===== src/hdl/sci_map.svh =====
// Register offsets, field positions, reset values and sampling points of the receive status block.
// Behaviour
// - Start bit noisy if fewer than three highs precede the edge, or samples 3/5/7 high.
// - Start bit noisy if sample 8, 9 or 10 reads high.
// - Data bit noisy when samples 8, 9 and 10 disagree.
// - Data bit value is the majority of samples 8, 9 and 10.
// - Wait mode changes nothing; enabled serial interrupts wake the device.
// - Halt freezes all registers, stops transfers, and never wakes the device.
// - One shared interrupt; each event needs its enable and a clear global mask.
// - Tx empty (bit 7) sets on holding-to-shifter move; clears on status then write.
// - Tx complete (bit 6) sets after a data frame; clears on status then write.
// - Rx full (bit 5) sets on word transfer; clears on status then data read.
// - Idle (bit 4) sets on idle line; rearmed only after rx full sets.
// - Overrun (bit 3) keeps held word, drops shifter word, interrupts via rx enable.
// - Noise (bit 2) sets on noisy frame; no own interrupt; status then read clears.
// - Framing error (bit 1) on bad stop bit; no own interrupt; status then read clears.
// - Framing error plus overrun on one word sets only overrun.
// - Parity error (bit 0) on mismatch; interrupts if enabled; status then data access clears.
// - Status resets to tx empty and tx complete set; all status bits read-only.
// - Every received bit is sampled sixteen times, positions numbered within the bit.
// - Rx interrupt enable requests service while overrun or rx full is set.
`ifndef SCI_MAP_SVH
`define SCI_MAP_SVH
`define SCI_OFS_STATUS   3'h0
`define SCI_OFS_DATA     3'h1
`define SCI_OFS_CTRL1    3'h2
`define SCI_OFS_CTRL2    3'h3
`define SCI_OFS_BAUD     3'h4
`define SCI_STATUS_RST   8'hC0
`define SCI_CTRL1_M      4
`define SCI_CTRL1_PCE    2
`define SCI_CTRL1_PS     1
`define SCI_IEN_PARITY   0
`define SCI_IEN_TXEMPTY  7
`define SCI_IEN_TXDONE   6
`define SCI_IEN_RX       5
`define SCI_IEN_IDLE     4
`define SCI_CTRL2_TE     3
`define SCI_CTRL2_RE     2
`define SCI_BAUD_RST     8'h00
`define SCI_OVERSAMPLE   5'h10
`define SCI_POS_FIRST    5'h01
`define SCI_EDGE_HIGHS   2'h3
`endif


===== src/hdl/sci_pkg.sv =====
// Types shared by the receive status block and its helpers.
package sci_pkg;
   typedef struct packed {
      logic tx_empty_flag;
      logic tx_complete_flag;
      logic rx_full_flag;
      logic idle_flag;
      logic overrun_flag;
      logic noise_flag;
      logic framing_error_flag;
      logic parity_error_flag;
   } status_t;
   typedef struct packed {
      logic s3;
      logic s5;
      logic s7;
      logic s8;
      logic s9;
      logic s10;
   } rx_samples_t;
   typedef enum logic [1:0] {RX_IDLE, RX_START, RX_DATA, RX_STOP} rx_state_t;
endpackage


===== src/hdl/sci_bit_sampler.sv =====
// Sixteen-times oversampler that captures the sample points of one received bit.
`timescale 1ns/1ps
`include "sci_map.svh"
module sci_bit_sampler
   import sci_pkg::*;
(
   input  wire logic  ref_clk,  // Block clock.
   input  wire logic  rst,      // Asynchronous reset, high.
   input  wire logic  tick,     // Oversampling tick, already stopped in halt.
   input  wire logic  restart,  // Start edge seen on this tick.
   input  wire logic  rxd,      // Receive line level.
   output rx_samples_t samples, // Captured points of the last bit.
   output logic       bit_done  // Pulse after sample 16.
);
   logic [4:0]  pos;
   rx_samples_t cur;
   wire         at_end = (pos == `SCI_OVERSAMPLE);

   // Position counter; the edge tick itself is sample 1 of the start bit.
   always_ff @(posedge ref_clk or posedge rst)
   begin
      if (rst)
         pos <= 5'h00;
      else if (tick && restart)
         pos <= `SCI_POS_FIRST;
      else if (tick)
         pos <= at_end ? `SCI_POS_FIRST : 5'(pos + 5'h01);
   end

   // Capture the points the noise and majority decisions look at.
   always_ff @(posedge ref_clk or posedge rst)
   begin
      if (rst)
      begin
         cur      <= '0;
         samples  <= '0;
         bit_done <= 1'b0;
      end
      else
      begin
         bit_done <= tick && !restart && at_end;
         if (tick && !restart)
         begin
            case (pos)
               5'h02:   cur.s3  <= rxd; // Count is one behind the sample taken.
               5'h04:   cur.s5  <= rxd;
               5'h06:   cur.s7  <= rxd;
               5'h07:   cur.s8  <= rxd;
               5'h08:   cur.s9  <= rxd;
               5'h09:   cur.s10 <= rxd;
               default: cur     <= cur;
            endcase
            if (at_end)
               samples <= cur;
         end
      end
   end
endmodule // sci_bit_sampler


===== src/hdl/sci_tx_shift.sv =====
// Transmit shifter: sends one frame per load, sixteen ticks per bit.
`timescale 1ns/1ps
`include "sci_map.svh"
module sci_tx_shift (
   input  wire logic       ref_clk, // Block clock.
   input  wire logic       rst,     // Asynchronous reset, high.
   input  wire logic       tick,    // Oversampling tick, stopped in halt.
   input  wire logic       load,    // Take a new word.
   input  wire logic       nine,    // Nine data bits.
   input  wire logic [8:0] word,    // Data bits, parity already placed.
   output logic            busy,    // Frame in progress.
   output logic            done,    // Pulse at end of stop bit.
   output logic            tx_line  // Serial output, idles high.
);
   logic [10:0] shreg;
   logic [3:0]  left;
   logic [3:0]  sub;
   wire  [10:0] frame = nine ? {1'b1, word, 1'b0} : {2'b11, word[7:0], 1'b0};

   // One shifter; the line is driven from the low bit of the register.
   always_ff @(posedge ref_clk or posedge rst)
   begin
      if (rst)
      begin
         shreg   <= 11'h7FF;
         left    <= 4'h0;
         sub     <= 4'h0;
         busy    <= 1'b0;
         done    <= 1'b0;
         tx_line <= 1'b1;
      end
      else
      begin
         done <= 1'b0;
         if (load && !busy)
         begin
            shreg   <= frame;
            left    <= nine ? 4'hB : 4'hA;
            sub     <= 4'h0;
            busy    <= 1'b1;
            tx_line <= 1'b0;
         end
         else if (busy && tick)
         begin
            sub <= 4'(sub + 4'h1);
            if (sub == 4'hF)
            begin
               shreg   <= {1'b1, shreg[10:1]};
               tx_line <= shreg[1];
               left    <= 4'(left - 4'h1);
               if (left == 4'h1)
               begin
                  busy    <= 1'b0;
                  done    <= 1'b1;
                  tx_line <= 1'b1;
               end
            end
         end
      end
   end
endmodule // sci_tx_shift


===== src/hdl/sci_status_core.sv =====
// Serial interface core: receive noise checks, status flags and interrupt request.
//
// Added by the designer: the plain strobed port and the placing of the registers.
`timescale 1ns/1ps
`include "sci_map.svh"
module sci_status_core
   import sci_pkg::*;
#(
   parameter int DIV_W = 8 // Width of the oversampling divider.
)
(
   input  wire logic       ref_clk,  // 40 MHz block clock.
   input  wire logic       rst,      // Asynchronous reset, high.
   input  wire logic [2:0] addr,     // Register address.
   input  wire logic [7:0] wdata,    // Write data.
   input  wire logic       wr,       // Write strobe.
   input  wire logic       rd,       // Read strobe.
   output logic      [7:0] rdata,    // Read data, cycle after rd.
   input  wire logic       rx_line,  // Serial receive line.
   output logic            tx_line,  // Serial transmit line.
   input  wire logic       halt,     // Device in Halt mode.
   input  wire logic       in_wait,  // Device in Wait mode.
   input  wire logic       irq_mask, // Global interrupt mask, high masks.
   output logic            irq_req,  // Shared serial interrupt request.
   output logic            wake_req  // Request to leave Wait mode.
);
   // Register state.
   status_t          st;
   logic [7:0]       rx_data;
   logic [7:0]       tx_hold;
   logic             r8;
   logic             t8;
   logic [7:0]       ctrl1;
   logic [7:0]       ctrl2;
   logic [DIV_W-1:0] baud_div;
   logic [DIV_W-1:0] bcnt;
   logic             status_seen;

   // Receive state.
   rx_state_t        rx_state;
   logic [1:0]       hi_run;
   logic             edge_noise;
   logic             noise_acc;
   logic             pend_noise;
   logic [8:0]       rx_shift;
   logic [3:0]       bit_cnt;
   logic [7:0]       idle_cnt;
   logic             idle_armed;

   // Helper outputs.
   rx_samples_t      smp;
   logic             bit_done;
   logic             tx_busy;
   logic             tx_done;

   // Control fields.
   wire m_nine = ctrl1[`SCI_CTRL1_M];
   wire pce    = ctrl1[`SCI_CTRL1_PCE];
   wire ps     = ctrl1[`SCI_CTRL1_PS];
   wire te     = ctrl2[`SCI_CTRL2_TE];
   wire re     = ctrl2[`SCI_CTRL2_RE];

   // Interrupt enables; noise and framing errors have none of their own.
   wire parity_irq_enable    = ctrl1[`SCI_IEN_PARITY];
   wire tx_empty_irq_enable  = ctrl2[`SCI_IEN_TXEMPTY];
   wire tx_done_irq_enable   = ctrl2[`SCI_IEN_TXDONE];
   wire rx_irq_enable        = ctrl2[`SCI_IEN_RX];
   wire line_idle_irq_enable = ctrl2[`SCI_IEN_IDLE];

   // Halt stops the divider, so nothing moves on the line while halted.
   wire tick = !halt && (bcnt == '0);
   wire run  = !halt;

   // Address decode.
   wire sel_status = (addr == `SCI_OFS_STATUS);
   wire sel_data   = (addr == `SCI_OFS_DATA);
   wire wr_data    = run && wr && sel_data;
   wire wr_ctrl1   = run && wr && (addr == `SCI_OFS_CTRL1);
   wire wr_ctrl2   = run && wr && (addr == `SCI_OFS_CTRL2);
   wire wr_baud    = run && wr && (addr == `SCI_OFS_BAUD);

   // Clear sequences only follow a status access.
   wire clr_rx     = run && rd && sel_data && status_seen;
   wire clr_tx     = run && wr && sel_data && status_seen;
   wire clr_parity = run && (rd || wr) && sel_data && status_seen;

   // Majority and disagreement of the three middle samples.
   wire maj     = (smp.s8 & smp.s9) | (smp.s8 & smp.s10) | (smp.s9 & smp.s10);
   wire mid_bad = !((smp.s8 == smp.s9) && (smp.s9 == smp.s10));
   wire mid_hi  = smp.s8 | smp.s9 | smp.s10;
   wire early_hi = smp.s3 | smp.s5 | smp.s7;

   // Word alignment and receive parity.
   wire [3:0] last_bit   = m_nine ? 4'h8 : 4'h7;
   wire [8:0] rx_word    = m_nine ? rx_shift : {1'b0, rx_shift[8:1]};
   wire       parity_bad = pce && ((^rx_word) ^ ps);

   // End of frame: stop bit is in the sampler outputs.
   wire frame_end  = run && re && bit_done && (rx_state == RX_STOP);
   wire stop_low   = !maj;

   // A word that finds rx full is an overrun only; its framing error is dropped.
   wire overrun    = frame_end && st.rx_full_flag;
   wire rx_xfer    = frame_end && !st.rx_full_flag;
   wire start_edge = run && re && tick && (rx_state == RX_IDLE) && !rx_line;
   wire false_start = run && bit_done && (rx_state == RX_START) && mid_hi;

   // Idle line is one whole frame time of high samples.
   wire [7:0] idle_len = m_nine ? 8'hB0 : 8'hA0;
   wire       idle_now = run && re && tick && rx_line && (rx_state == RX_IDLE) &&
                         idle_armed && (idle_cnt == 8'(idle_len - 8'h01));

   // Transmit word with optional parity in the top data bit.
   wire [8:0] tx_raw  = m_nine ? {t8, tx_hold} : {1'b0, tx_hold};
   wire       tx_par  = m_nine ? ((^tx_raw[7:0]) ^ ps) : ((^tx_raw[6:0]) ^ ps);
   wire [8:0] tx_word = !pce ? tx_raw :
                        m_nine ? {tx_par, tx_raw[7:0]} : {1'b0, tx_par, tx_raw[6:0]};
   wire       tx_load = run && te && !st.tx_empty_flag && !tx_busy;

   // Next status; a set in the clearing cycle wins.
   status_t next_st;
   assign next_st.tx_empty_flag      = tx_load || (st.tx_empty_flag && !clr_tx);
   assign next_st.tx_complete_flag   = (run && tx_done) ||
                                       (st.tx_complete_flag && !clr_tx);
   assign next_st.rx_full_flag       = rx_xfer || (st.rx_full_flag && !clr_rx);
   assign next_st.idle_flag          = idle_now || (st.idle_flag && !clr_rx);
   assign next_st.overrun_flag       = overrun || (st.overrun_flag && !clr_rx);
   assign next_st.noise_flag         = (rx_xfer && (noise_acc || mid_bad || pend_noise)) ||
                                       (st.noise_flag && !clr_rx);
   assign next_st.framing_error_flag = (rx_xfer && stop_low) ||
                                       (st.framing_error_flag && !clr_rx);
   assign next_st.parity_error_flag  = (rx_xfer && parity_bad) ||
                                       (st.parity_error_flag && !clr_parity);

   // Shared request; noise and framing have no enable and no request of their own.
   wire irq_event = (st.tx_empty_flag && tx_empty_irq_enable) ||
                    (st.tx_complete_flag && tx_done_irq_enable) ||
                    ((st.rx_full_flag || st.overrun_flag) && rx_irq_enable) ||
                    (st.idle_flag && line_idle_irq_enable) ||
                    (st.parity_error_flag && parity_irq_enable);

   // Read selection; status bits have no write path at all.
   wire [7:0] read_mux = sel_status ? st :
                         sel_data   ? rx_data :
                         (addr == `SCI_OFS_CTRL1) ? {r8, t8, ctrl1[5:0]} :
                         (addr == `SCI_OFS_CTRL2) ? ctrl2 :
                         (addr == `SCI_OFS_BAUD)  ? 8'(baud_div) : 8'h00;

   // Oversampling divider; divisor zero gives a tick every clock.
   always_ff @(posedge ref_clk or posedge rst)
   begin
      if (rst)
         bcnt <= '0;
      else if (run)
         bcnt <= (bcnt == '0) ? baud_div : DIV_W'(bcnt - 1'b1);
   end

   // Status register and the access tracker for clear sequences.
   always_ff @(posedge ref_clk or posedge rst)
   begin
      if (rst)
      begin
         st          <= `SCI_STATUS_RST;
         status_seen <= 1'b0;
      end
      else if (run)
      begin
         st <= next_st;
         if ((rd || wr) && sel_status)
            status_seen <= 1'b1;
         else if ((rd || wr) && sel_data)
            status_seen <= 1'b0;
      end
   end

   // Software writable registers.
   always_ff @(posedge ref_clk or posedge rst)
   begin
      if (rst)
      begin
         ctrl1    <= 8'h00;
         ctrl2    <= 8'h00;
         t8       <= 1'b0;
         tx_hold  <= 8'h00;
         baud_div <= DIV_W'(`SCI_BAUD_RST);
      end
      else
      begin
         if (wr_ctrl1)
         begin
            ctrl1 <= {2'b00, wdata[5:0]};
            t8    <= wdata[6];
         end
         if (wr_ctrl2)
            ctrl2 <= {wdata[7:2], 2'b00};
         if (wr_baud)
            baud_div <= wdata[DIV_W-1:0];
         if (wr_data)
            tx_hold <= wdata;
      end
   end

   // Count of consecutive high samples ahead of a start edge.
   always_ff @(posedge ref_clk or posedge rst)
   begin
      if (rst)
         hi_run <= 2'h0;
      else if (tick)
         hi_run <= !rx_line ? 2'h0 :
                   (hi_run == `SCI_EDGE_HIGHS) ? hi_run : 2'(hi_run + 2'h1);
   end

   // Receive sequencer over start, data and stop bits.
   always_ff @(posedge ref_clk or posedge rst)
   begin
      if (rst)
      begin
         rx_state   <= RX_IDLE;
         edge_noise <= 1'b0;
         noise_acc  <= 1'b0;
         pend_noise <= 1'b0;
         rx_shift   <= 9'h000;
         bit_cnt    <= 4'h0;
      end
      else if (run && re)
      begin
         if (rx_xfer)
            pend_noise <= 1'b0;
         case (rx_state)
            RX_IDLE:
               if (start_edge)
               begin
                  rx_state   <= RX_START;
                  edge_noise <= (hi_run != `SCI_EDGE_HIGHS);
               end
            RX_START:
               if (false_start)
               begin
                  // A rejected start is remembered and shown with the next good word.
                  rx_state   <= RX_IDLE;
                  pend_noise <= 1'b1;
               end
               else if (bit_done)
               begin
                  rx_state  <= RX_DATA;
                  noise_acc <= edge_noise || early_hi;
                  bit_cnt   <= 4'h0;
               end
            RX_DATA:
               if (bit_done)
               begin
                  rx_shift  <= {maj, rx_shift[8:1]};
                  noise_acc <= noise_acc || mid_bad;
                  bit_cnt   <= 4'(bit_cnt + 4'h1);
                  if (bit_cnt == last_bit)
                     rx_state <= RX_STOP;
               end
            RX_STOP:
               if (bit_done)
                  rx_state <= RX_IDLE;
            default:
               rx_state <= RX_IDLE;
         endcase
      end
      else if (run)
         rx_state <= RX_IDLE;
   end

   // Received word transfer; on overrun the held word is kept.
   always_ff @(posedge ref_clk or posedge rst)
   begin
      if (rst)
      begin
         rx_data <= 8'h00;
         r8      <= 1'b0;
      end
      else if (rx_xfer)
      begin
         rx_data <= rx_word[7:0];
         r8      <= rx_word[8];
      end
   end

   // Idle timing; one idle report per received word.
   always_ff @(posedge ref_clk or posedge rst)
   begin
      if (rst)
      begin
         idle_cnt   <= 8'h00;
         idle_armed <= 1'b1;
      end
      else if (run)
      begin
         if (tick)
            idle_cnt <= (!rx_line || rx_state != RX_IDLE || idle_now) ? 8'h00 :
                        (idle_cnt == 8'hFF) ? idle_cnt : 8'(idle_cnt + 8'h01);
         if (rx_xfer)
            idle_armed <= 1'b1;
         else if (idle_now)
            idle_armed <= 1'b0;
      end
   end

   // Registered outputs: read data, interrupt and wake requests.
   always_ff @(posedge ref_clk or posedge rst)
   begin
      if (rst)
      begin
         rdata    <= 8'h00;
         irq_req  <= 1'b0;
         wake_req <= 1'b0;
      end
      else
      begin
         rdata    <= rd ? read_mux : 8'h00;
         irq_req  <= irq_event && !irq_mask;
         wake_req <= irq_event && !irq_mask && in_wait && !halt;
      end
   end

   // Oversampler for the receive line.
   sci_bit_sampler u_sampler (
      .ref_clk  (ref_clk),
      .rst      (rst),
      .tick     (tick && re),
      .restart  (start_edge),
      .rxd      (rx_line),
      .samples  (smp),
      .bit_done (bit_done)
   );

   // Transmit shifter.
   sci_tx_shift u_tx (
      .ref_clk (ref_clk),
      .rst     (rst),
      .tick    (tick),
      .load    (tx_load),
      .nine    (m_nine),
      .word    (tx_word),
      .busy    (tx_busy),
      .done    (tx_done),
      .tx_line (tx_line)
   );
endmodule // sci_status_core


===== config.mk =====
export PLATFORM = sky130hd
export DESIGN_NAME = sci_status_core
export DESIGN_NICKNAME = d
export VERILOG_FILES = /design/src/hdl/sci_pkg.sv /design/src/hdl/sci_bit_sampler.sv /design/src/hdl/sci_tx_shift.sv /design/src/hdl/sci_status_core.sv
export VERILOG_INCLUDE_DIRS = /design/src /design/src/hdl
export SDC_FILE = /design/constraint.sdc
export NUM_CORES = 1
export LEC_CHECK = 0
export ABC_AREA = 0
export BUFFER_PORTS_ARGS = -buffer_cell sky130_fd_sc_hd__buf_2
export CAP_MARGIN = 20
export CORE_MARGIN = 1
export CORE_UTILIZATION = 45
export CTS_CLUSTER_DIAMETER = 50
export DETAILED_ROUTE_END_ITERATION = 6
export HOLD_SLACK_MARGIN = 0.03
export SLEW_MARGIN = 15
export SYNTH_ARGS = -nofsm -noshare
export SYNTH_HDL_FRONTEND = slang
export SYNTH_SLANG_ARGS = --single-unit

===== constraint.sdc =====
create_clock -name ref_clk -period 5 [get_ports ref_clk]
set_input_delay 0.5 -clock ref_clk [delete_from_list [all_inputs] [get_ports ref_clk]]
set_output_delay 0.5 -clock ref_clk [all_outputs]
set_load 0.01 [all_outputs]

# After elaboration in Yosys (flattened, before gate mapping)
# Index checks and enable logic that the tools add are counted.
# W data, S select, Z words.
[word_totals] register_bits=134 wordCells=294 inputBits=19 output_inout_bits=11
[classes] n_mux=67 n_eq_ne=34 addsub=8 reduce_logical=123 bitwise=13
[ops] operator="$mux W8" n=9
[ops] operator="$logic_and A1 B1 Y1" n=61
[ops] operator="$mux W4" n=9
[ops] operator="$mux W9" n=4
[ops] operator="$mux W11" n=3
[ops] operator="$mux W1" n=24
[ops] operator="$reduce_and A2 Y1" n=11
[ops] operator="$mux W2" n=10
[ops] operator="$mux W5" n=4
[ops] operator="$logic_or A1 B1 Y1" n=19
[ops] operator="$reduce_bool A2 Y1" n=8
[ops] operator="$sub A8 B1 Y8 const B" n=2
[ops] operator="$eq A5 B3 Y1 const B" n=3
[ops] operator="$logic_not A1 Y1" n=12
[ops] operator="$reduce_and A3 Y1" n=4
[ops] operator="$eq A5 B4 Y1 const B" n=2
[ops] operator="$mux W10" n=1
[ops] operator="$ne A3 B2 Y1 const B" n=3
[ops] operator="$reduce_xor A9 Y1" n=1
[ops] operator="$add A4 B1 Y4 const B" n=2
[ops] operator="$add A8 B1 Y8 const B" n=1
[ops] operator="$eq A8 B8 Y1" n=1
[ops] operator="$eq A8 B8 Y1 const B" n=1
[ops] operator="$logic_not A8 Y1" n=1
[ops] operator="31 further kinds" n=49

# Depth between registers and ports, before layout
# Gate-level depths: netlist of the first run.
[logic_depth] word_depth=10 ltp_mapped=9 depth_no_buf=7

# Cells and area by module
# A second synthesis of the first run with hierarchy kept.
[hier_totals] cells_unflattened=613 area_unflattened_um2=6668.9
[by_module_without_submodules] mod="sci_status_core" area_per_inst_um2=4809.6 n_inst=1 cells_per_inst=463
[by_module_without_submodules] mod="sci_tx_shift" area_per_inst_um2=992.2 n_inst=1 cells_per_inst=85
[by_module_without_submodules] mod="sci_bit_sampler" area_per_inst_um2=867.1 n_inst=1 cells_per_inst=65

# Worst setup path after synthesis of the first run
# OpenSTA, ideal clock, no wires.
[synth_timing] path_type="register to register" startpoint="reg bcnt[0]" endpoint="reg u_tx.left[0]" stages_incl_launch_ff=9 path_slack_ps=2787 t_arrival_ps=2075 synth_period_minus_slack_ps=2213 cell_sequence="dfrtp_1 -> inv_1 -> ha_1 -> or4b_1 -> buf_6 -> or4_4 -> buf_6 -> nand2_4 -> o221ai_1"
[synth_between] elab_chain_cells=5
[synth_lines] element="start, declared" line="sci_status_core.sv:36" rtl="logic [DIV_W-1:0] bcnt;"
[synth_lines] element="start signal, assigned" line="sci_status_core.sv:155" rtl="bcnt <= (bcnt == '0) ? baud_div : DIV_W'(bcnt - 1'b1);"
[synth_lines] element="$logic_not A8 Y1" line="sci_status_core.sv:71" rtl="wire tick = !halt && (bcnt == '0);"
[synth_lines] element="$logic_and A1 B1 Y1" line="sci_status_core.sv:71"
[synth_lines] element="$logic_and A1 B1 Y1" line="sci_tx_shift.sv:43" rtl="else if (busy && tick)"
[synth_lines] element="$reduce_bool A2 Y1 (no source line)"
[synth_lines] element="$reduce_and A2 Y1 (no source line)"
[synth_lines] element="end signal, assigned" line="sci_tx_shift.sv:38" rtl="left <= nine ? 4'hB : 4'hA;"
[synth_lines] element="end signal, assigned" line="sci_tx_shift.sv:50" rtl="left <= 4'(left - 4'h1);"
[synth_lines] element="end, declared" line="sci_tx_shift.sv:16" rtl="logic [3:0] left;"
# Every way passes these cells.
# A chain may end at the register's enable or synchronous reset.

# Final worst setup path of the first run
[layout_timing] startpoint="reg bcnt[0]" endpoint="reg idle_cnt[0]"
[layout_between] elab_chain_cells=10 elab_cells_between_ends=11 cone_classes="eq/ne: 1; mux: 1; reduce/logical: 9"
[layout_lines] element="$logic_not A8 Y1 *" line="sci_status_core.sv:71"
[layout_lines] element="$logic_and A1 B1 Y1 *" line="sci_status_core.sv:71"
[layout_lines] element="$logic_and A1 B1 Y1 (4 in series)" line="sci_status_core.sv:110" rtl="wire idle_now = run && re && tick && rx_line && (rx_state == RX_IDLE) &&"
[layout_lines] element="$logic_and A1 B1 Y1" line="sci_status_core.sv:111" rtl="idle_armed && (idle_cnt == 8'(idle_len - 8'h01));"
[layout_lines] element="$logic_or A1 B1 Y1" line="sci_status_core.sv:295" rtl="idle_cnt <= (!rx_line || rx_state != RX_IDLE || idle_now) ? 8'h00 :"
[layout_lines] element="$ne A2 B2 Y1 (no source line)"
[layout_lines] element="$reduce_and A3 Y1 (no source line)"
[layout_lines] element="end signal, assigned" line="sci_status_core.sv:295"
[layout_lines] element="end, declared" line="sci_status_core.sv:47" rtl="logic [7:0] idle_cnt;"
# Mark *: on every way between the ends. The rest lies on a longest branch, timed or not.

==> metrics, run 1 <==
outcome=finished clean; Final ANT Viol Nets=0; post-synthesis sequential area ratio=0.510; Placed Area=6810 um^2; Netlist cell types=just under 60; CP Class=reg2reg; num rows=43; Die Width=122 um; post-synth top area share=0.458; total nets after synthesis=649; Syn Inst Count=615; Final Hold Fails=0; GPL Wtd Cong=0.789; post-layout minimum cycle time=2.70 ns; syn avg cell area=~11 um^2; Max Root-Sink Buffers=2; Post-synth top cells=dfrtp_1 (119), nand2_1 (64), mux2_2 (53); Slew headroom=0.369; Leak=3.45 nW; first-pass GRT wire length=roughly 24000 um; antenna violations before repair=0; mapped cell area=6510 um^2; final slew viol count=0; Reg2Reg Depth=6; Num Clock Sinks=132; highest routed layer=met4; DP Wirelength=10200 um; pwr dens=422 nW/um^2; DRC viols=0; setup slack, reg-to-reg=between 2 and 2.5 ns; Initial DRC Count=406; total CTS buffers=17; Vias/cell=5.66; Post-Route WL=14500 um; Area Overhead vs Synth=14.5%; capture point of the worst reg-to-reg path=idle_cnt[0]; total grt overflow=0; Tightest Hold Check Type=in2async; Reg-to-Reg Start=bcnt[0]; core footprint=roughly 14000 um^2; Worst path slowest cell=nor3_2; GRT Total Usage=0.211; max-cap violations=0; Max Freq=between 300 and 400 MHz; most frequent cell after synthesis=dfrtp_1; Starting Density=0.465; critical path, cell by cell=inv_1 > ha_1 > or4b_1 > nor3_2 > o21ai_0 > mux2_2; DR WL/cell=~17 um; layout cell share with drive strength beyond 1=0.218; Die Y=about 120 um; Hold Buf Count CTS=0; critical path arrival=about 3.0 ns; CTS tree=built; H-tree lvl count=4; RSZ-0062 raised after global routing=no; Yosys reg bits=roughly 130; root buf cell=clkbuf_16; EDFF count, synth=0; Worst path max stage delay=0.68 ns; Clock transition at path regs=0.06 ns; Design Area, Final=7450 um^2; n_diodes=0; Port Buffers=29; Synth area leaders=dfrtp_1 (46%), mux2_2 (9.2%), dfstp_2 (5.3%); met2 wire len=6680 um; CP Launch Type=register; I/O pin total=30; nets@finish=678; cell accounting for the most synthesized area=dfrtp_1; setup bufs post-CTS=0; Async SR Flop Fraction=1.00; met3 WL=601 um; Gates resized, CTS repair=0; post-route setup TNS=0 ns; DIE AREA=between 10000 and 15000 um^2; clock skew=0.00565 ns; worst skew pair latency=0.41 ns; Max IR drop VDD=around 0.24 mV; vias in the first global route=4641; WP data required=5.30 ns; Yosys Warn Count=0; crit path max fanout=13; ys flop type=dfrtp_1; drt first pass iters=5; largest net degree at the start of global routing=54; number of setup violations in the final report=0; Vias=4738; Slew @ Worst Pin=0.943 ns; final period utilization=0.540; final core area utilization=0.532; Post-Route M1 WL=6970 um; CP endpoint kind=register
## placed cells by master (no fill, tap or decap), types with 5 or more instances in the layout
cell type | Yosys | final
nand4_1 | 6 | 6
o21ai_0 | 38 | 38
mux2_2 | 53 | 53
dfrtp_1 | 119 | 119
buf_4 | 0 | 5
and3_1 | 12 | 12
nand2_1 | 64 | 64
inv_1 | 18 | 17
buf_2 | 2 | 29
o22ai_1 | 13 | 13
ha_1 | 15 | 15
a22o_1 | 6 | 6
nor2_1 | 52 | 52
clkbuf_16 | 0 | 17
mux2i_1 | 22 | 22
xor2_1 | 5 | 5
nor3_1 | 12 | 11
nor4_1 | 6 | 6
a21oi_1 | 37 | 37
xnor2_1 | 16 | 16
nand3_1 | 17 | 17
dfstp_2 | 13 | 13
a21boi_0 | 6 | 6
## where the power goes
group          leakage [nW]  switching, W  total (W)  internal (W)
logic                  1.45      0.000245   0.000460      0.000215
registers              1.69      0.000152    0.00135       0.00120
clock network         0.305      0.000471    0.00133      0.000859
total                  3.45      0.000869    0.00314       0.00228
## area by class of cell
cell class / instances / area (um^2)
repair buffers: 34 / 183
clock buffers: 19 / 453
clock inverters: 13 / 180
inverters: 18 / 70.1
multi-input cells: 441 / 3020
well taps: 180 / 225
flip-flops and latches: 132 / 3320
fillers: 1262 / 6540
## cells by family after synthesis
| family | count (synthesis) | share of synthesized area |
|---|---|---|
| AND/OR/NAND/NOR | 202 | 0.158 |
| flip-flops | 132 | 0.510 |
| AO/OA/AOI/OAI | 127 | 0.119 |
| multiplexers | 75 | 0.126 |
| buffers and inverters | 42 | 0.0269 |
| XOR/XNOR | 22 | 0.0317 |
| adder cells (fa/ha/maj) | 15 | 0.0288 |
## critical path: cells and delay by family, from the launching register on
family	cells	cell delay, ns
flops	1	0.40
buf+inv	1	0.10
fa+ha+maj	1	0.17
compound gates	1	0.26
mux	1	0.32
simple gates	2	1.34
## sequential cells by signal, summed over array words and instances (netlist names), 2 cells and up
| name | count |
|---|---|
| rx_shift | 9 |
| u_tx.shreg | 9 |
| baud_div | 8 |
| bcnt | 8 |
| idle_cnt | 8 |
| rdata | 8 |
| rx_data | 8 |
| st | 8 |
| tx_hold | 8 |
| ctrl1 | 6 |
| ctrl2 | 6 |
| u_sampler.cur | 6 |
| u_sampler.samples | 6 |
| u_sampler.pos | 5 |
| bit_cnt | 4 |
| u_tx.left | 4 |
| u_tx.sub | 4 |
| hi_run | 2 |
| rx_state | 2 |
## metal layers
metal  track usage  up-vias
met4        0.0755        0
met1         0.296     2378
met3        0.0455       16
li1              -     2261
met5             0        -
met2         0.323       83
## worst max path at each step
| stage | depth (start not counted) | from | slack, ns | endpoint |
|---|---|---|---|---|
| 3_5_place_dp | 6 | bcnt[0] | 2.32 | idle_cnt[0] |
| 4_1_cts | 6 | bcnt[0] | 2.32 | idle_cnt[0] |
| 6_report | 6 | bcnt[0] | 2.30 | idle_cnt[0] |
| 3_3_place_gp | 6 | bcnt[0] | 2.40 | idle_cnt[0] |
| 5_1_grt | 6 | bcnt[0] | 2.14 | idle_cnt[0] |
| 2_1_floorplan | 1 | rst | 1.0 | baud_div[0] |
## metrics by stage
stage                     total power (W)  setup slack [ns]  hold WS [ns]  std cells
after floorplan                   0.00168             0.995         0.438        615
after global placement            0.00181              2.40         0.469        805
after detailed placement          0.00183              2.32         0.464        805
after CTS                         0.00317              2.32         0.206        837
after global routing              0.00330              2.14         0.235        837
final                             0.00314              2.30         0.181        837
(Power assumes the default switching activity.)
==> inputs of run 2 (changes only) <==
==> constraint.sdc (replaced) <==
create_clock -name ref_clk -period 2.22 [get_ports ref_clk]
set_input_delay 0.222 -clock ref_clk [delete_from_list [all_inputs] [get_ports ref_clk]]
set_output_delay 0.222 -clock ref_clk [all_outputs]
set_load 0.01 [all_outputs]
==> run 2 against run 1 <==
Against the previous run:
- the run now ends with negative hold slack, negative setup slack left
- sequential power grew 130%
- routed wire length grew 2.2%
- clock power grew 110%
- maximum frequency grew 21%
- critical endpoint is now u_tx.left[0]
==> metrics, run 2 (synthesis results as in run 1) <==
Starting Density=0.465; total CTS buffers=17; first-pass GRT wire length=24200 um; clock skew=0.00574 ns; Port Buffers=29; DR WL/cell=between 15 and 20 um; Die Width=122 um; critical path arrival=2.51 ns; Slew headroom=0.516; Leak=3.58 nW; most frequent cells in the layout=dfrtp_1 (119), nand2_1 (64), mux2_2 (53); setup slack, reg-to-reg=-0.01 ns; GPL Wtd Cong=0.844; largest net degree at the start of global routing=about 130; DRC viols=0; capture point of the worst reg-to-reg path=u_tx.left[0]; failing checks=negative hold slack, negative setup slack; DIE AREA=14900 um^2; final slew viol count=0; post-route setup TNS=-0.0145 ns; Net Switching=slightly below 0.002 W; Internal Power=0.00503 W; clock network power share=0.393; Initial DRC Count=405; Largest regs=rx_shift x9, u_tx.shreg x9; CP Class=reg2reg; Sw Share=0.278; worst skew pair latency=0.42 ns; pwr dens=just over 900 nW/um^2; Max IR drop VDD=0.581 mV; max-cap violations=0; final period utilization=1.00; Area Overhead vs Synth=18.1%; Num Clock Sinks=around 130; sequential group share of total power=0.436; vias in the first global route=approximately 4600; Clock transition at path regs=roughly 0.050 ns; n_diodes=0; final core area utilization=0.549; CTS tree=built; Slew @ Worst Pin=0.726 ns; Post-Route WL=14800 um; GRT Total Usage=0.216; CP Launch Type=register; Placed Area=7010 um^2; nets@finish=706; RSZ-0062 raised after global routing=yes; root buf cell=clkbuf_16; Reg2Reg Depth=7; I/O pin total=30; total grt overflow=0; DP Wirelength=10400 um; antenna violations before repair=0; Comb pwr share=0.171; Final ANT Viol Nets=0; commonest non-fill, non-tap cell in the layout=dfrtp_1; num rows=43; Max Freq=roughly 450 MHz; Reg-to-Reg Start=bcnt[1]; non-filler cells in the finished layout=865; WP data required=2.50 ns; CP endpoint kind=register; H-tree lvl count=4; Die Y=~120 um; core footprint=14000 um^2; drt first pass iters=4; setup ws final=-0.0109 ns; # placed instances=829; Vias=4814; hold slack=-0.0141 ns; Final Hold Fails=5; Tightest Hold Check Type=in2async; outcome=complete, but fails checks; layout cell share with drive strength beyond 1=0.254; crit path max fanout=8; Max Root-Sink Buffers=2; number of setup violations in the final report=2; Design Area, Final=7680 um^2; post-layout minimum cycle time=2.23 ns; dpl ws=-0.0438 ns; Vias/cell=5.57
## run 2: power by group through the flow
stage	combinational, W	clock (W)	sequential, W
finish	0.00119	0.00274	0.00304
global placement	0.00113	0	0.00305
global route	0.00132	0.00290	0.00308
floorplan	0.000837	0	0.00295
CTS	0.00118	0.00278	0.00303
detailed placement	0.00116	0	0.00306
## run 2: through the flow
stage,power (W),hold slack (ns)
after floorplan,0.00379,0.293
after global placement,0.00418,0.389
after detailed placement,0.00422,0.391
after CTS,0.00699,0.0449
after global routing,0.00731,0.0814
final,0.00697,-0.0141
## run 2: worst max-delay path by stage
stage	from	slack, ns	depth (start not counted)	endpoint
CTS	bcnt[0]	-0.04	7	u_tx.left[3]
global route	bcnt[1]	-0.1	7	u_tx.left[3]
global placement	bcnt[0]	0.03	7	u_tx.left[3]
detailed placement	bcnt[0]	-0.04	7	u_tx.left[3]
finish	bcnt[1]	-0.01	7	u_tx.left[0]
floorplan	bcnt[0]	0.007	8	u_tx.left[0]
## run 2: critical path, stage by stage, from the launching register on
cell and delay [ns]:
dfrtp_1 0.38, inv_1 0.11, ha_4 0.14, or4b_4 0.47, or4_4 0.58, buf_4 0.17, nand2_4 0.10, o221ai_1 0.13
## run 2: final cells by class
type	count	area [um^2]
Multi-Input combinational cell	441	3060
Inverter	18	71.3
Timing Repair Buffer	62	422
Clock inverter	9	103
Tap cell	180	225
Sequential cell	132	3320
Clock buffer	23	478
Fill cell	1232	6310
## run 2: routing by layer
layer | GRT usage | routed length, um | share of wire | vias up
li1 | - | - | - | 2323
met1 | 0.301 | 7080 | 0.48 | 2371
met2 | 0.326 | 6760 | 0.46 | 96
met3 | 0.0507 | 619 | 0.042 | 24
met4 | 0.0816 | 336 | 0.023 | 0
met5 | 0 | 0 | 0 | -
## run 2: repair_timing
item | 4_1_cts | 5_1_grt
setup endpoints to repair | 7 | 34
pin swaps | 0 | 1
gates resized for setup | 1 | 12
buffers inserted | 0 | 2
endpoints found under the hold margin | 2 | 0
hold buffers | 2 | 0
==> inputs of run 3 (changes only) <==
--- a/config.mk
+++ b/config.mk
@@ -17,4 +17,5 @@
 export SLEW_MARGIN = 15
 export SYNTH_ARGS = -nofsm -noshare
 export SYNTH_HDL_FRONTEND = slang
+export SYNTH_HIERARCHICAL = 1
 export SYNTH_SLANG_ARGS = --single-unit
==> run 3 against run 2 <==
Against the previous run:
- power grew 12%
- count of clock-buffer cells in the layout decreased by 4
- highest routed layer unchanged
- global-route usage is 0.40 points higher
- die area rose by 2.5%
- sequential share of layout area is 1.8 points lower
- via count rose by 2.6%
- combinational power grew 20%
- the flow finishes with violations (negative setup slack)
- non-clock buffer count up 6
- register-to-register slack worse by 0.18 ns
==> metrics, run 3 <==
outcome=complete, but fails checks; failing checks=negative setup slack; Yosys Warn Count=6; Sw Share=0.276; Slew headroom=0.484; DR WL/cell=17.4 um; Die Y=124 um; Initial DRC Count=226; Max Freq=414 MHz; capture point of the worst reg-to-reg path=u_sampler/cur[4]; Area Overhead vs Synth=20.3%; Tightest Hold Check Type=in2reg; final period utilization=1.09; ys flop type=dfrtp_1; most frequent cell after synthesis=dfrtp_1; Die Width=approximately 120 um; Largest regs=rx_shift x9, u_tx/shreg x9; multiplexer share of the synthesized area=0.110; post-synthesis sequential area ratio=0.498; Internal Power=0.00567 W; Slew @ Worst Pin=0.773 ns; Max Root-Sink Buffers=2; Post-Route WL=15200 um; final slew viol count=0; core footprint=between 10000 and 15000 um^2; n_diodes=0; layout cell share with drive strength beyond 1=0.232; largest family of logic cells by synthesized area=simple AND/OR/NAND/NOR gates; total grt overflow=0; Post-synth top cells=dfrtp_1 (119), nand2_1 (49), mux2_1 (37); Reg2Reg Depth=10; Final Hold Fails=0; Clock transition at path regs=0.06 ns; first-pass GRT wire length=~25000 um; hold path startpoint=wdata[1]; Netlist cell types=78; Vias/cell=5.66; I/O pin total=30; Reg-to-Reg Start=bcnt[0]; worst skew pair latency=0.42 ns; commonest non-fill, non-tap cell in the layout=dfrtp_1; Comb pwr share=0.182; Worst path max stage delay=0.45 ns; Synth Area in Compound Gates=0.146; Yosys reg bits=around 130; DIE AREA=15300 um^2; DP Wirelength=about 11000 um; CP Class=reg2reg; critical path arrival=approximately 2.7 ns; hold slack=0.0572 ns; DRC viols=0; xor and xnor area share after synthesis=0.0263; crit path max fanout=3; number of setup violations in the final report=25; cell accounting for the most synthesized area=dfrtp_1; post-layout minimum cycle time=~2.4 ns; Starting Density=0.461; num rows=44; vias in the first global route=~5000; Leak=3.71 nW; Port Buffers=29; Adder-Cell Fraction of Synth Area=0.0281; pwr dens=976 nW/um^2; clock network power share=0.411; Setup crit start=bcnt[0]; CP Launch Type=register; largest net degree at the start of global routing=36; setup ws final=-0.195 ns; Net Switching=0.00216 W; Max IR drop VDD=0.635 mV; nets@finish=710; Post-Synth Simple-Gate Area=0.155; H-tree lvl count=4; post-synth top area share=0.447; antenna violations before repair=0; GRT Total Usage=0.220; Synth area leaders=dfrtp_1 (45%), mux2_1 (6.2%), dfstp_2 (5.1%); most frequent cells in the layout=dfrtp_1 (119), nand2_1 (49), mux2_1 (37); Async SR Flop Fraction=1.00; root buf cell=clkbuf_16; drt first pass iters=6; Fill cells=1233; setup slack, reg-to-reg=-0.19 ns; max-cap violations=0; clock skew=between 0.007 and 0.008 ns; Num Clock Sinks=132; Pwr Total=0.00783 W; CP endpoint kind=register; GPL Wtd Cong=0.866; RSZ-0062 raised after global routing=yes; EDFF count, synth=0; Worst Setup EP=u_sampler/cur[4]; Syn Inst Count=613; CTS tree=built; critical path, cell by cell=inv_2 > ha_4 > or4b_4 > nand2b_4 > clkinv_4 > and2_4 > and3b_4 > and4bb_2 > nand3b_1 > mux2_4; WP data required=2.52 ns; Vias=4938; total nets after synthesis=approximately 650; sequential group share of total power=0.407; mapped cell area=6670 um^2; Final ANT Viol Nets=0; syn avg cell area=10.9 um^2; total CTS buffers=17; Worst path slowest cell=or4b_4
run 3: kinds of logic after synthesis:
kind of cell	Yosys count
mux	67
simple gates	182
compound gates	142
fa+ha+maj	15
xor+xnor	20
flops	132
buf+inv	55
run 3: layout make-up:
| class | instances | area (um^2) | share of cell area |
|---|---|---|---|
| Clock buffer | 19 | 453 | 0.0565 |
| Clock inverter | 13 | 229 | 0.0285 |
| Inverter | 31 | 125 | 0.0156 |
| Multi-Input combinational cell | 426 | 3190 | 0.398 |
| Sequential cell | 132 | 3320 | 0.414 |
| Tap cell | 184 | 230 | 0.0287 |
| Timing Repair Buffer | 68 | 475 | 0.0593 |
run 3: power by group through the flow:
stage	sequential (W)	combinational (W)	clock [W]
floorplan	0.00312	0.000959	0
global placement	0.00320	0.00134	0
detailed placement	0.00321	0.00138	0
CTS	0.00318	0.00142	0.00326
global route	0.00324	0.00160	0.00337
finish	0.00319	0.00143	0.00322
run 3: routing by layer:
layer	up-vias	global-route usage	share of wire
met1	2453	0.293	0.48
met4	0	0.0776	0.017
li1	2365	-	-
met5	-	0	0
met3	19	0.0641	0.044
met2	101	0.340	0.46
run 3: worst min-delay path by stage:
stage / slack [ns] / end / cells past startpoint
after detailed placement: 0.40 / idle_cnt[5] / 2
after CTS: 0.04 / ctrl1[1] / 2
after global routing: 0.05 / ctrl1[1] / 2
final: 0.06 / ctrl1[1] / 2
after floorplan: 0.16 / u_sampler/bit_done / 1
after global placement: 0.38 / idle_cnt[5] / 2
run 3: worst max-delay path: cells and delay by family, from the launching register on:
family / cells / cell delay (ns)
flops: 1 / 0.38
simple gates: 6 / 1.33
fa+ha+maj: 1 / 0.13
mux: 1 / 0.30
buf+inv: 2 / 0.14
run 3: timing repair:
action,in CTS,in global routing
setup endpoints to repair,27,33
resized for setup,7,5
hold endpoints to repair,54,0
buffers inserted,0,0
pin swaps,3,3
hold buffers,2,0
run 3: per-stage QoR:
step           TNS [ns]  instance area [um^2]  setup WS, ns   util  std cells
6_report          -2.31                  8020        -0.195  0.554        873
5_1_grt           -4.55                  8020        -0.260  0.554        873
4_1_cts           -1.82                  8000        -0.184  0.552        873
3_5_place_dp      -1.80                  7270        -0.170  0.502        839
3_3_place_gp      -1.27                  7270        -0.141  0.502        839
2_1_floorplan     -3.61                  6710        -0.415      -        613
